$ cat src/radio_regs_pkg.sv
// Register map, field layout, reset values and timing of the radio control bank
package radio_regs_pkg;

  // Register offsets (register numbers as seen on the SPI address byte)
  localparam logic [6:0] OFS_SYNTH_LOCK    = 7'h03;
  localparam logic [6:0] OFS_SIGNAL_LEVEL  = 7'h06;
  localparam logic [6:0] OFS_CHANNEL_RUN   = 7'h07;
  localparam logic [6:0] OFS_POWER_AMP     = 7'h09;
  localparam logic [6:0] OFS_OSCILLATOR    = 7'h0A;
  localparam logic [6:0] OFS_TEST_MODE     = 7'h0B;
  localparam logic [6:0] OFS_CALIBRATION   = 7'h17;
  localparam logic [6:0] OFS_SLEEP_REG     = 7'h1B;
  localparam logic [6:0] OFS_REVISION      = 7'h1D;
  localparam logic [6:0] OFS_IDENT_LOW     = 7'h1E;
  localparam logic [6:0] OFS_IDENT_HIGH    = 7'h1F;
  localparam logic [6:0] OFS_PACKET_FORMAT = 7'h20;
  localparam logic [6:0] OFS_FRAMER_CTRL   = 7'h29;

  // Writable bit masks; everything else is reserved and reads zero
  localparam logic [15:0] MASK_CHANNEL_RUN   = 16'h01FF;
  localparam logic [15:0] MASK_POWER_AMP     = 16'h0780;
  localparam logic [15:0] MASK_OSCILLATOR    = 16'h0001;
  localparam logic [15:0] MASK_TEST_MODE     = 16'h8200;
  localparam logic [15:0] MASK_CALIBRATION   = 16'h0004;
  localparam logic [15:0] MASK_SLEEP_REG     = 16'hF800;
  localparam logic [15:0] MASK_PACKET_FORMAT = 16'hFFC0;
  localparam logic [15:0] MASK_FRAMER_CTRL   = 16'h7000;

  // Reset values of the stored bits
  localparam logic [15:0] RST_CHANNEL_RUN   = 16'h0030;
  localparam logic [15:0] RST_POWER_AMP     = 16'h0000;
  localparam logic [15:0] RST_OSCILLATOR    = 16'h0001;
  localparam logic [15:0] RST_TEST_MODE     = 16'h0000;
  localparam logic [15:0] RST_CALIBRATION   = 16'h0004;
  localparam logic [15:0] RST_SLEEP_REG     = 16'h9000;
  localparam logic [15:0] RST_PACKET_FORMAT = 16'h5800;
  localparam logic [15:0] RST_FRAMER_CTRL   = 16'h3000;

  // Field positions
  localparam int LOCK_BIT        = 12;
  localparam int LEVEL_LSB       = 10;
  localparam int TX_GO_BIT       = 8;
  localparam int RX_GO_BIT       = 7;
  localparam int CHAN_MSB        = 6;
  localparam int PA_MSB          = 10;
  localparam int PA_LSB          = 7;
  localparam int XTAL_BIT        = 0;
  localparam int CARRIER_BIT     = 15;
  localparam int LEVEL_OFF_BIT   = 9;
  localparam int AUTOCAL_BIT     = 2;
  localparam int SLEEP_LSB       = 11;
  localparam int ANALOG_REV_LSB  = 4;
  localparam int PREAMBLE_LSB    = 13;
  localparam int SYNC_LSB        = 11;
  localparam int TRAILER_LSB     = 8;
  localparam int DATATYPE_LSB    = 6;
  localparam int WHITEN_BIT      = 14;
  localparam int LENGTH_BYTE_BIT = 13;
  localparam int AUTO_STOP_BIT   = 12;

  // SPI frame: one command byte (read flag + address) then one 16-bit word
  localparam int CMD_BITS   = 8;
  localparam int FRAME_BITS = 24;
  localparam int READ_FLAG  = 7;

  // Timing
  localparam int CLK_PERIOD_NS = 10;
  localparam int BIT_TIME_NS   = 1000;
  localparam int BIT_CYCLES    = BIT_TIME_NS / CLK_PERIOD_NS;
  localparam int CAL_TIME_NS   = 150000;
  localparam int CAL_CYCLES    = CAL_TIME_NS / CLK_PERIOD_NS;

  // Frequency offset applied to the synthesiser
  typedef enum logic [1:0] {TONE_CENTRE, TONE_MARK, TONE_SPACE} tone_t;

  typedef enum logic [1:0] {RUN_IDLE, RUN_CAL, RUN_TX, RUN_RX} run_state_t;

  typedef struct packed {
    logic [6:0] channel_select;
    logic [3:0] power_amp_level;
    logic       crystal_amp_enable;
    logic       signal_level_off;
    logic [4:0] sleep_regulator_current;
  } rf_setup_t;

  typedef struct packed {
    logic [2:0] preamble_size;
    logic [1:0] sync_pattern_size;
    logic [2:0] trailer_size;
    logic [1:0] data_type;
    logic       whitening_enable;
    logic       length_byte_enable;
    logic       auto_tx_stop_select;
  } packet_format_t;

endpackage : radio_regs_pkg

$ cat src/radio_control_register_bank.sv
// Radio control register bank with SPI slave, run sequencer and test-mode data path
//
// Contract
// - Carrier-only with transmit started keeps transmitter on, unmodulated; auto-stop, when selected, still ends the burst.
// - Carrier-only transmit sits midway between mark and space frequencies.
// - Random-data test mode cycles FIFO contents through the whitening scrambler, endlessly unless auto-stop is selected.
// - Clearing both go bits returns device to idle; neither transmit nor receive runs.
// - Every register is reached over SPI and is 16 bits wide.
// - Lock status bit 12 reads synthesiser phase lock, 1 when locked.
// - Signal-level bits 15:10 return the 6-bit raw signal strength.
// - Transmit-go bit 8 launches transmit; receive-go bit 7 launches receive.
// - Channel field bits 6:0 selects channel 2402+n MHz, 0 to 78.
// - Power register bits 10:7 set the power-amplifier level.
// - Oscillator bit 0 enables the crystal amplifier when one.
// - Test-mode bit 15 suppresses modulation, sending carrier only.
// - Test-mode bit 9 switches signal-strength measurement off.
// - Calibration bit 2 calibrates the oscillator before every transmit or receive.
// - Sleep register bits 15:11 select sleep regulator current.
// - Revision register gives analog and digital revisions; two fixed identity registers.
// - Preamble field 15:13 gives 1, 2 or 3 bytes, default 010b.
// - Sync field 12:11 picks 16 to 64 sync bits, default 11b.
// - Trailer field 10:8 gives 4 to 10 bits, default 000b.
// - Data type field 7:6 selects NRZ coding at 00b, its default.
// - Whitening scrambles transmit data and descrambles receive data.
`timescale 1ns/1ps

module radio_control_register_bank #(
  parameter int         CAL_CYCLES_P = radio_regs_pkg::CAL_CYCLES,
  parameter int         BIT_CYCLES_P = radio_regs_pkg::BIT_CYCLES,
  parameter int         FIFO_AW      = 6,
  parameter logic [6:0] WHITEN_SEED  = 7'h7F,
  parameter logic [3:0] ANALOG_REV   = 4'h1,   // Arbitrary value
  parameter logic [2:0] DIGITAL_REV  = 3'h1,   // Arbitrary value
  parameter logic [15:0] IDENT_LOW   = 16'h5A5A, // Arbitrary value
  parameter logic [15:0] IDENT_HIGH  = 16'hA5C3  // Arbitrary value
) (
  // Clock and reset
  input  wire logic                           clk,
  input  wire logic                           rst,
  // SPI slave pins
  input  wire logic                           spi_ss_n,
  input  wire logic                           spi_sck,
  input  wire logic                           spi_mosi,
  output logic                                spi_miso,
  output logic                                spi_miso_oe,
  // Analog status inputs
  input  wire logic                           synth_locked_flag,
  input  wire logic [5:0]                     signal_level_raw,
  // Packet FIFO read side
  output logic [FIFO_AW-1:0]                  fifo_rd_addr,
  input  wire logic [7:0]                     fifo_rd_data,
  input  wire logic [FIFO_AW-1:0]             fifo_wr_ptr,
  // Receive bit stream
  input  wire logic                           rx_line_bit,
  input  wire logic                           rx_line_strobe,
  output logic                                rx_data_bit,
  output logic                                rx_data_strobe,
  // Radio controls
  output radio_regs_pkg::rf_setup_t           rf_setup,
  output radio_regs_pkg::packet_format_t      packet_format,
  output radio_regs_pkg::run_state_t          run_state,
  output logic                                osc_cal_active,
  output logic                                tx_on,
  output logic                                rx_on,
  output radio_regs_pkg::tone_t               tx_tone
);
  import radio_regs_pkg::*;

  localparam int CAL_W = $clog2(CAL_CYCLES_P + 1);
  localparam int BIT_W = $clog2(BIT_CYCLES_P + 1);

  // Stored registers, reserved bits held at zero
  logic [15:0] channel_run_reg;
  logic [15:0] power_amp_reg;
  logic [15:0] oscillator_reg;
  logic [15:0] test_mode_reg;
  logic [15:0] calibration_reg;
  logic [15:0] sleep_reg;
  logic [15:0] packet_format_reg;
  logic [15:0] framer_ctrl_reg;
  logic [5:0]  level_hold_reg;

  // SPI engine state
  logic                sck_prev_reg;
  logic [4:0]          bit_cnt_reg;
  logic [7:0]          cmd_reg;
  logic [15:0]         shift_in_reg;
  logic [15:0]         shift_out_reg;
  logic                sck_rise;
  logic                sck_fall;
  logic                wr_commit;
  logic [15:0]         wr_data;
  logic [15:0]         rd_data;

  // Sequencer and data path state
  run_state_t          state_reg;
  run_state_t          state_next;
  logic [CAL_W-1:0]    cal_cnt_reg;
  logic [BIT_W-1:0]    bit_timer_reg;
  logic [2:0]          bit_idx_reg;
  logic [FIFO_AW-1:0]  rd_addr_reg;
  logic [6:0]          lfsr_reg;
  logic                tx_stop;
  logic                tx_go;
  logic                rx_go;
  logic                bit_tick;
  logic                raw_bit;
  logic                whiten_bit;
  logic [FIFO_AW-1:0]  rd_addr_next;

  // Edges of the sampled serial clock; mode 0 framing
  assign sck_rise  = !spi_ss_n && spi_sck && !sck_prev_reg;
  assign sck_fall  = !spi_ss_n && !spi_sck && sck_prev_reg;
  assign wr_data   = {shift_in_reg[14:0], spi_mosi};
  assign wr_commit = sck_rise && (bit_cnt_reg == 5'(FRAME_BITS - 1)) && !cmd_reg[READ_FLAG];

  // Frame position and shift-in; deselect aborts a partial frame
  always_ff @(posedge clk) begin
    if (rst) begin
      sck_prev_reg <= 1'b0;
      bit_cnt_reg  <= 5'h00;
      cmd_reg      <= 8'h00;
      shift_in_reg <= 16'h0000;
    end else begin
      sck_prev_reg <= spi_sck;
      if (spi_ss_n) begin
        bit_cnt_reg <= 5'h00;
      end else if (sck_rise) begin
        shift_in_reg <= wr_data;
        if (bit_cnt_reg == 5'(CMD_BITS - 1)) begin
          cmd_reg <= wr_data[7:0];
        end
        if (bit_cnt_reg != 5'(FRAME_BITS - 1)) begin
          bit_cnt_reg <= bit_cnt_reg + 5'h01;
        end else begin
          bit_cnt_reg <= 5'h00; // Back-to-back frames under one select
        end
      end
    end
  end

  // Read word loaded after the command byte, shifted out MSB first on falling edges
  always_ff @(posedge clk) begin
    if (rst) begin
      shift_out_reg <= 16'h0000;
    end else if (sck_rise && bit_cnt_reg == 5'(CMD_BITS - 1)) begin
      shift_out_reg <= rd_data;
    end else if (sck_fall && bit_cnt_reg > 5'(CMD_BITS)) begin
      shift_out_reg <= {shift_out_reg[14:0], 1'b0};
    end
  end

  assign spi_miso    = shift_out_reg[15];
  assign spi_miso_oe = !spi_ss_n; // Releases the line so other slaves can share it

  // Read multiplexer keyed by the address just received
  always_comb begin
    rd_data = 16'h0000;
    case (wr_data[6:0])
      OFS_SYNTH_LOCK:    rd_data[LOCK_BIT] = synth_locked_flag;
      OFS_SIGNAL_LEVEL:  rd_data[LEVEL_LSB +: 6] = level_hold_reg;
      OFS_CHANNEL_RUN:   rd_data = channel_run_reg;
      OFS_POWER_AMP:     rd_data = power_amp_reg;
      OFS_OSCILLATOR:    rd_data = oscillator_reg;
      OFS_TEST_MODE:     rd_data = test_mode_reg;
      OFS_CALIBRATION:   rd_data = calibration_reg;
      OFS_SLEEP_REG:     rd_data = sleep_reg;
      OFS_REVISION:      rd_data = {8'h00, ANALOG_REV, 1'b0, DIGITAL_REV};
      OFS_IDENT_LOW:     rd_data = IDENT_LOW;
      OFS_IDENT_HIGH:    rd_data = IDENT_HIGH;
      OFS_PACKET_FORMAT: rd_data = packet_format_reg;
      OFS_FRAMER_CTRL:   rd_data = framer_ctrl_reg;
      default:           rd_data = 16'h0000;
    endcase
  end

  // Configuration registers; only the documented bits are stored
  always_ff @(posedge clk) begin
    if (rst) begin
      power_amp_reg     <= RST_POWER_AMP;
      oscillator_reg    <= RST_OSCILLATOR;
      test_mode_reg     <= RST_TEST_MODE;
      calibration_reg   <= RST_CALIBRATION;
      sleep_reg         <= RST_SLEEP_REG;
      packet_format_reg <= RST_PACKET_FORMAT;
      framer_ctrl_reg   <= RST_FRAMER_CTRL;
    end else if (wr_commit) begin
      case (cmd_reg[6:0])
        OFS_POWER_AMP:     power_amp_reg     <= wr_data & MASK_POWER_AMP;
        OFS_OSCILLATOR:    oscillator_reg    <= wr_data & MASK_OSCILLATOR;
        OFS_TEST_MODE:     test_mode_reg     <= wr_data & MASK_TEST_MODE;
        OFS_CALIBRATION:   calibration_reg   <= wr_data & MASK_CALIBRATION;
        OFS_SLEEP_REG:     sleep_reg         <= wr_data & MASK_SLEEP_REG;
        OFS_PACKET_FORMAT: packet_format_reg <= wr_data & MASK_PACKET_FORMAT;
        OFS_FRAMER_CTRL:   framer_ctrl_reg   <= wr_data & MASK_FRAMER_CTRL;
        default:           ;
      endcase
    end
  end

  // Channel and run bits; the sequencer drops transmit-go when auto-stop reaches the write pointer
  always_ff @(posedge clk) begin
    if (rst) begin
      channel_run_reg <= RST_CHANNEL_RUN;
    end else if (wr_commit && cmd_reg[6:0] == OFS_CHANNEL_RUN) begin
      channel_run_reg <= wr_data & MASK_CHANNEL_RUN;
    end else if (tx_stop) begin
      channel_run_reg[TX_GO_BIT] <= 1'b0;
    end
  end

  // Signal strength frozen while measurement is switched off
  always_ff @(posedge clk) begin
    if (rst) begin
      level_hold_reg <= 6'h00;
    end else if (!test_mode_reg[LEVEL_OFF_BIT]) begin
      level_hold_reg <= signal_level_raw;
    end
  end

  // Decoded fields to the analog front end and framer
  always_comb begin
    rf_setup.channel_select          = channel_run_reg[CHAN_MSB:0];
    rf_setup.power_amp_level         = power_amp_reg[PA_MSB:PA_LSB];
    rf_setup.crystal_amp_enable      = oscillator_reg[XTAL_BIT];
    rf_setup.signal_level_off        = test_mode_reg[LEVEL_OFF_BIT];
    rf_setup.sleep_regulator_current = sleep_reg[SLEEP_LSB +: 5];
    packet_format.preamble_size       = packet_format_reg[PREAMBLE_LSB +: 3];
    packet_format.sync_pattern_size   = packet_format_reg[SYNC_LSB +: 2];
    packet_format.trailer_size        = packet_format_reg[TRAILER_LSB +: 3];
    packet_format.data_type           = packet_format_reg[DATATYPE_LSB +: 2];
    packet_format.whitening_enable    = framer_ctrl_reg[WHITEN_BIT];
    packet_format.length_byte_enable  = framer_ctrl_reg[LENGTH_BYTE_BIT];
    packet_format.auto_tx_stop_select = framer_ctrl_reg[AUTO_STOP_BIT];
  end

  // Transmit wins if software breaks the exclusive-go convention
  assign tx_go = channel_run_reg[TX_GO_BIT];
  assign rx_go = channel_run_reg[RX_GO_BIT] && !tx_go;

  // Run sequencer: optional calibration, then transmit or receive until go drops
  always_comb begin
    state_next = state_reg;
    case (state_reg)
      RUN_IDLE: begin
        if (tx_go || rx_go) begin
          if (calibration_reg[AUTOCAL_BIT]) begin
            state_next = RUN_CAL;
          end else begin
            state_next = tx_go ? RUN_TX : RUN_RX;
          end
        end
      end
      RUN_CAL: begin
        if (!tx_go && !rx_go) begin
          state_next = RUN_IDLE;
        end else if (cal_cnt_reg == CAL_W'(CAL_CYCLES_P - 1)) begin
          state_next = tx_go ? RUN_TX : RUN_RX;
        end
      end
      RUN_TX: begin
        if (!tx_go || tx_stop) begin
          state_next = RUN_IDLE;
        end
      end
      RUN_RX: begin
        if (!rx_go) begin
          state_next = RUN_IDLE;
        end
      end
      default: state_next = RUN_IDLE;
    endcase
  end

  always_ff @(posedge clk) begin
    if (rst) begin
      state_reg <= RUN_IDLE;
    end else begin
      state_reg <= state_next;
    end
  end

  // Calibration interval counter
  always_ff @(posedge clk) begin
    if (rst || state_reg != RUN_CAL) begin
      cal_cnt_reg <= '0;
    end else begin
      cal_cnt_reg <= cal_cnt_reg + CAL_W'(1);
    end
  end

  assign run_state      = state_reg;
  assign osc_cal_active = (state_reg == RUN_CAL);
  assign tx_on          = (state_reg == RUN_TX);
  assign rx_on          = (state_reg == RUN_RX);

  // Bit clock of the transmit serialiser
  assign bit_tick = (state_reg == RUN_TX) && (bit_timer_reg == BIT_W'(BIT_CYCLES_P - 1));

  always_ff @(posedge clk) begin
    if (rst || state_reg != RUN_TX || bit_tick) begin
      bit_timer_reg <= '0;
    end else begin
      bit_timer_reg <= bit_timer_reg + BIT_W'(1);
    end
  end

  // FIFO walk: wraps forever unless auto-stop ends the burst at the write pointer
  assign rd_addr_next = rd_addr_reg + FIFO_AW'(1);
  assign tx_stop      = bit_tick && (bit_idx_reg == 3'h7) &&
                        packet_format.auto_tx_stop_select && (rd_addr_next == fifo_wr_ptr);

  always_ff @(posedge clk) begin
    if (rst || state_reg == RUN_IDLE) begin
      bit_idx_reg <= 3'h0;
      rd_addr_reg <= '0;
    end else if (bit_tick) begin
      bit_idx_reg <= bit_idx_reg + 3'h1;
      if (bit_idx_reg == 3'h7) begin
        rd_addr_reg <= rd_addr_next;
      end
    end
  end

  assign fifo_rd_addr = rd_addr_reg;

  // Shared whitening sequence, restarted at each run so both ends align
  always_ff @(posedge clk) begin
    if (rst || state_reg == RUN_IDLE) begin
      lfsr_reg <= WHITEN_SEED;
    end else if (bit_tick || (state_reg == RUN_RX && rx_line_strobe)) begin
      lfsr_reg <= {lfsr_reg[5:0], lfsr_reg[6] ^ lfsr_reg[3]};
    end
  end

  // Scrambling disabled leaves data untouched
  assign whiten_bit = packet_format.whitening_enable & lfsr_reg[6];
  assign raw_bit    = fifo_rd_data[bit_idx_reg] ^ whiten_bit;

  // Frequency offset: centre for carrier-only, otherwise mark or space per bit
  always_ff @(posedge clk) begin
    if (rst || state_reg != RUN_TX) begin
      tx_tone <= TONE_CENTRE;
    end else if (test_mode_reg[CARRIER_BIT]) begin
      tx_tone <= TONE_CENTRE;
    end else begin
      tx_tone <= raw_bit ? TONE_MARK : TONE_SPACE;
    end
  end

  // Receive descrambler; one bit out per strobe while receiving
  always_ff @(posedge clk) begin
    if (rst) begin
      rx_data_bit    <= 1'b0;
      rx_data_strobe <= 1'b0;
    end else begin
      rx_data_strobe <= (state_reg == RUN_RX) && rx_line_strobe;
      if (state_reg == RUN_RX && rx_line_strobe) begin
        rx_data_bit <= rx_line_bit ^ whiten_bit;
      end
    end
  end

endmodule : radio_control_register_bank

$ cat config.mk
export PLATFORM = sky130hd
export DESIGN_NAME = radio_control_register_bank
export DESIGN_NICKNAME = d
export VERILOG_FILES = /design/src/radio_regs_pkg.sv /design/src/radio_control_register_bank.sv
export SDC_FILE = /design/constraint.sdc
export NUM_CORES = 1
export LEC_CHECK = 0
export ABC_AREA = 1
export BUFFER_PORTS_ARGS = -buffer_cell sky130_fd_sc_hd__buf_2
export CAP_MARGIN = 20
export CORE_MARGIN = 10
export CORE_UTILIZATION = 55
export CTS_BUF_LIST = sky130_fd_sc_hd__clkbuf_8
export CTS_CLUSTER_SIZE = 24
export DETAILED_ROUTE_END_ITERATION = 8
export PLACE_DENSITY = 0.84
export SYNTH_ARGS = -nofsm -noshare
export SYNTH_HDL_FRONTEND = slang
export SYNTH_SLANG_ARGS = --single-unit
$ cat constraint.sdc
create_clock -name clk -period 1.9 [get_ports clk]
set_input_delay 0.38 -clock clk [delete_from_list [all_inputs] [get_ports clk]]
set_output_delay 0.38 -clock clk [all_outputs]
set_load 0.02 [all_outputs]
==> results_dict.tcl <==
set metrics [dict create \
    status "finished clean" \
    setup_slack_ns 0.107 \
    final_cell_area_um2 6990 \
    hold_end "level_hold_reg[1]" \
    grt_pass1_wl_um 25700 \
    cts_hold_buf 0 \
    timing.fmax_mhz 558 \
    nets 956 \
    irDropWorstVdd_uv 666 \
    ant_nets 0 \
    place_area_um2 6550 \
    clockBufferDepth 2 \
    drive_gt1_share_pct 17.6 \
    power.density_nw_per_um2 804 \
    drv_cap 0 \
    die_area_um2 15600 \
    path_class "reg2reg" \
    reg2regPathDepth 11 \
    clkSinkCount 129 \
    grt_max_degree 63 \
    hpwl_um 11200 \
    netlist_area_um2 6040 \
    ys_seq_area_share_pct 42.8 \
    avgViaCountPerCell 5.33 \
    drt_iter0_drc 499 \
    synthArstFlopShare_pct 0 \
    cts_root_buf "clkbuf_8" \
    ios 76 \
    die_w_um 125 \
    synth-edff-count 0 \
    setup_violations 0 \
    die_h_um 125 \
    ys_types 43 \
    syn_inst 842 \
    max_slew_margin_pct 67.3 \
    grt.overflow.total 0 \
    pre_cts_slack_ns 0.00741 \
    clk_pin_slew_ns 0.07 \
    crit_arrival_ns 2.11 \
    critPathMaxFanout 10 \
    synth_nets 877 \
    hold_start "signal_level_raw[1]" \
    cts_buffers 17 \
    ys_dominant_reg_cell "dfxtp_1" \
    total_power_w 0.00562 \
    timing.final.hold_violations 0 \
    gr-usage-all-layers_pct 19.4 \
    port_buffers 75 \
    slew_viol_final 0 \
    syn_area_per_cell_um2 7.17 \
    p_leak_nw 3.02 \
    initial_core_util_pct 55.9 \
    wl_um 15300 \
    core_area_um2 10800 \
    r2r-end "test_mode_reg[9]" \
    max_slew.worst_pin.slew_ns 0.487 \
    period_minus_slack_ns 1.79 \
    diodes 0 \
    min_path_type "in2reg" \
    hold_depth 3 \
    required_ns 2.22 \
    r2r-start "bit_cnt_reg[1]" \
    rows 38 \
    cts_tree "built" \
    clk_latency_ns 0.45 \
    rsz0062_at_grt "yes" \
    area_growth_pct 15.8 \
    grt_pass1_vias 5483 \
    wl_per_cell_um 14.2 \
    htreeDepth 4 \
    timing.reg2reg.setup_slack_ns 0.11 \
    yosysWarningCount 0 \
    drt-pass1-iter-count 5 \
    synth.ff_latch_count 129 \
    largest_reg_flops 16 \
    antenna_found_initial 0 \
    finalCritPeriodShare_pct 94.3 \
    place.gp.congestion 0.924 \
    cp-start-kind "flip-flop" \
    drc 0 \
    clock_skew_ns 0.0134 \
    vias 5729 \
    worstSetupEndpointType "flip-flop" \
]
-- power breakdown --
group          switching, W  leakage (nW)  internal (W)
sequential        0.0000596          1.04       0.00276
clock               0.00111         0.195       0.00123
combinational      0.000313          1.78      0.000152
-- critical path, cell delays in order, from the launching register on --
cell     delay, ns
dfxtp_1       0.35
ha_1          0.19
inv_1         0.08
nor3_2        0.15
nand2_2       0.11
nor3_4        0.15
buf_6         0.18
inv_4         0.05
nor2_2        0.07
nand2_1       0.11
o21ai_1       0.17
a21oi_1       0.06
-- synthesized netlist by cell type, types with 4 or more instances --
master    number  share of area, %
nand4_1        8              0.83
nor2_2         5              0.52
nor3_1        14               1.2
nor3b_1        5              0.62
inv_2         10              0.62
xor2_1         6              0.87
nor2_1        71               4.4
inv_1        103               6.4
ha_1           7               1.5
o211ai_1      11               1.4
xnor2_1        4              0.58
clkbuf_1      13              0.81
nand3_1       63               5.2
dfxtp_1      129                43
nand2_2        4              0.41
o21ai_0       80               6.6
buf_2          4              0.33
buf_4         11               1.4
o21ai_1        7              0.58
nand2_1      165                10
a31oi_1        6              0.62
a21oi_1       76               6.3
-- kinds of logic after synthesis --
kind of cell	synth area share, %
fa+ha+maj	1.45
buf+inv	10.4
compound gates	17.1
simple gates	26.4
xor+xnor	1.45
mux	0.332
flops	42.8
-- timing repair --
action,4_1_cts,5_1_grt
buffers inserted,0,1
setup endpoints to repair,1,44
gates resized for setup,1,11
-- cell usage in the layout (no fill, tap or decap), drive strengths merged, types with 5 or more instances in the layout --
| cell | count |
|---|---|
| o211ai | 14 |
| nand2 | 170 |
| nor3b | 5 |
| nand3 | 65 |
| nand4 | 8 |
| inv | 115 |
| dfxtp | 129 |
| ha | 7 |
| o21ai | 87 |
| a31oi | 6 |
| xor2 | 6 |
| nor2 | 78 |
| buf | 94 |
| clkinv | 6 |
| a21oi | 76 |
| nor3 | 19 |
| clkbuf | 19 |
-- layer usage --
layer | global-route usage [%] | vias up | share of wire (%)
met5 | 0 | - | 0
met4 | 7.68 | 0 | 2.5
met3 | 6.60 | 30 | 7.4
met2 | 31.2 | 200 | 45
met1 | 23.2 | 2583 | 45
li1 | - | 2916 | -
-- area by class of cell --
| class | count | area (um^2) |
|---|---|---|
| Fill cell | 926 | 3800 |
| Clock inverter | 13 | 139 |
| Clock buffer | 19 | 262 |
| Tap cell | 140 | 175 |
| Timing Repair Buffer | 94 | 547 |
| Inverter | 114 | 435 |
| Sequential cell | 129 | 2580 |
| Multi-Input combinational cell | 565 | 2850 |
-- worst max path at each step --
stage | from | endpoint | slack [ns] | cells past startpoint
finish | bit_cnt_reg[1] | test_mode_reg[9] | 0.11 | 11
global route | bit_cnt_reg[1] | test_mode_reg[9] | -0.04 | 11
CTS | bit_cnt_reg[0] | test_mode_reg[9] | 0.02 | 11
detailed placement | bit_cnt_reg[0] | test_mode_reg[9] | 0.007 | 11
global placement | bit_cnt_reg[0] | test_mode_reg[15] | 0.12 | 11
floorplan | run_state[0] | cal_cnt_reg[3] | 0.28 | 7
-- metrics by stage --
step	hold WS (ns)	TNS, ns	util (%)	cells
2_1_floorplan	0.413	0	-	842
3_3_place_gp	0.423	0	60.7	1041
3_5_place_dp	0.434	0	60.7	1041
4_1_cts	0.152	0	64.4	1073
5_1_grt	0.175	-0.154	64.8	1074
6_report	0.178	0	64.8	1074
Power figures use the tool's default switching activity.
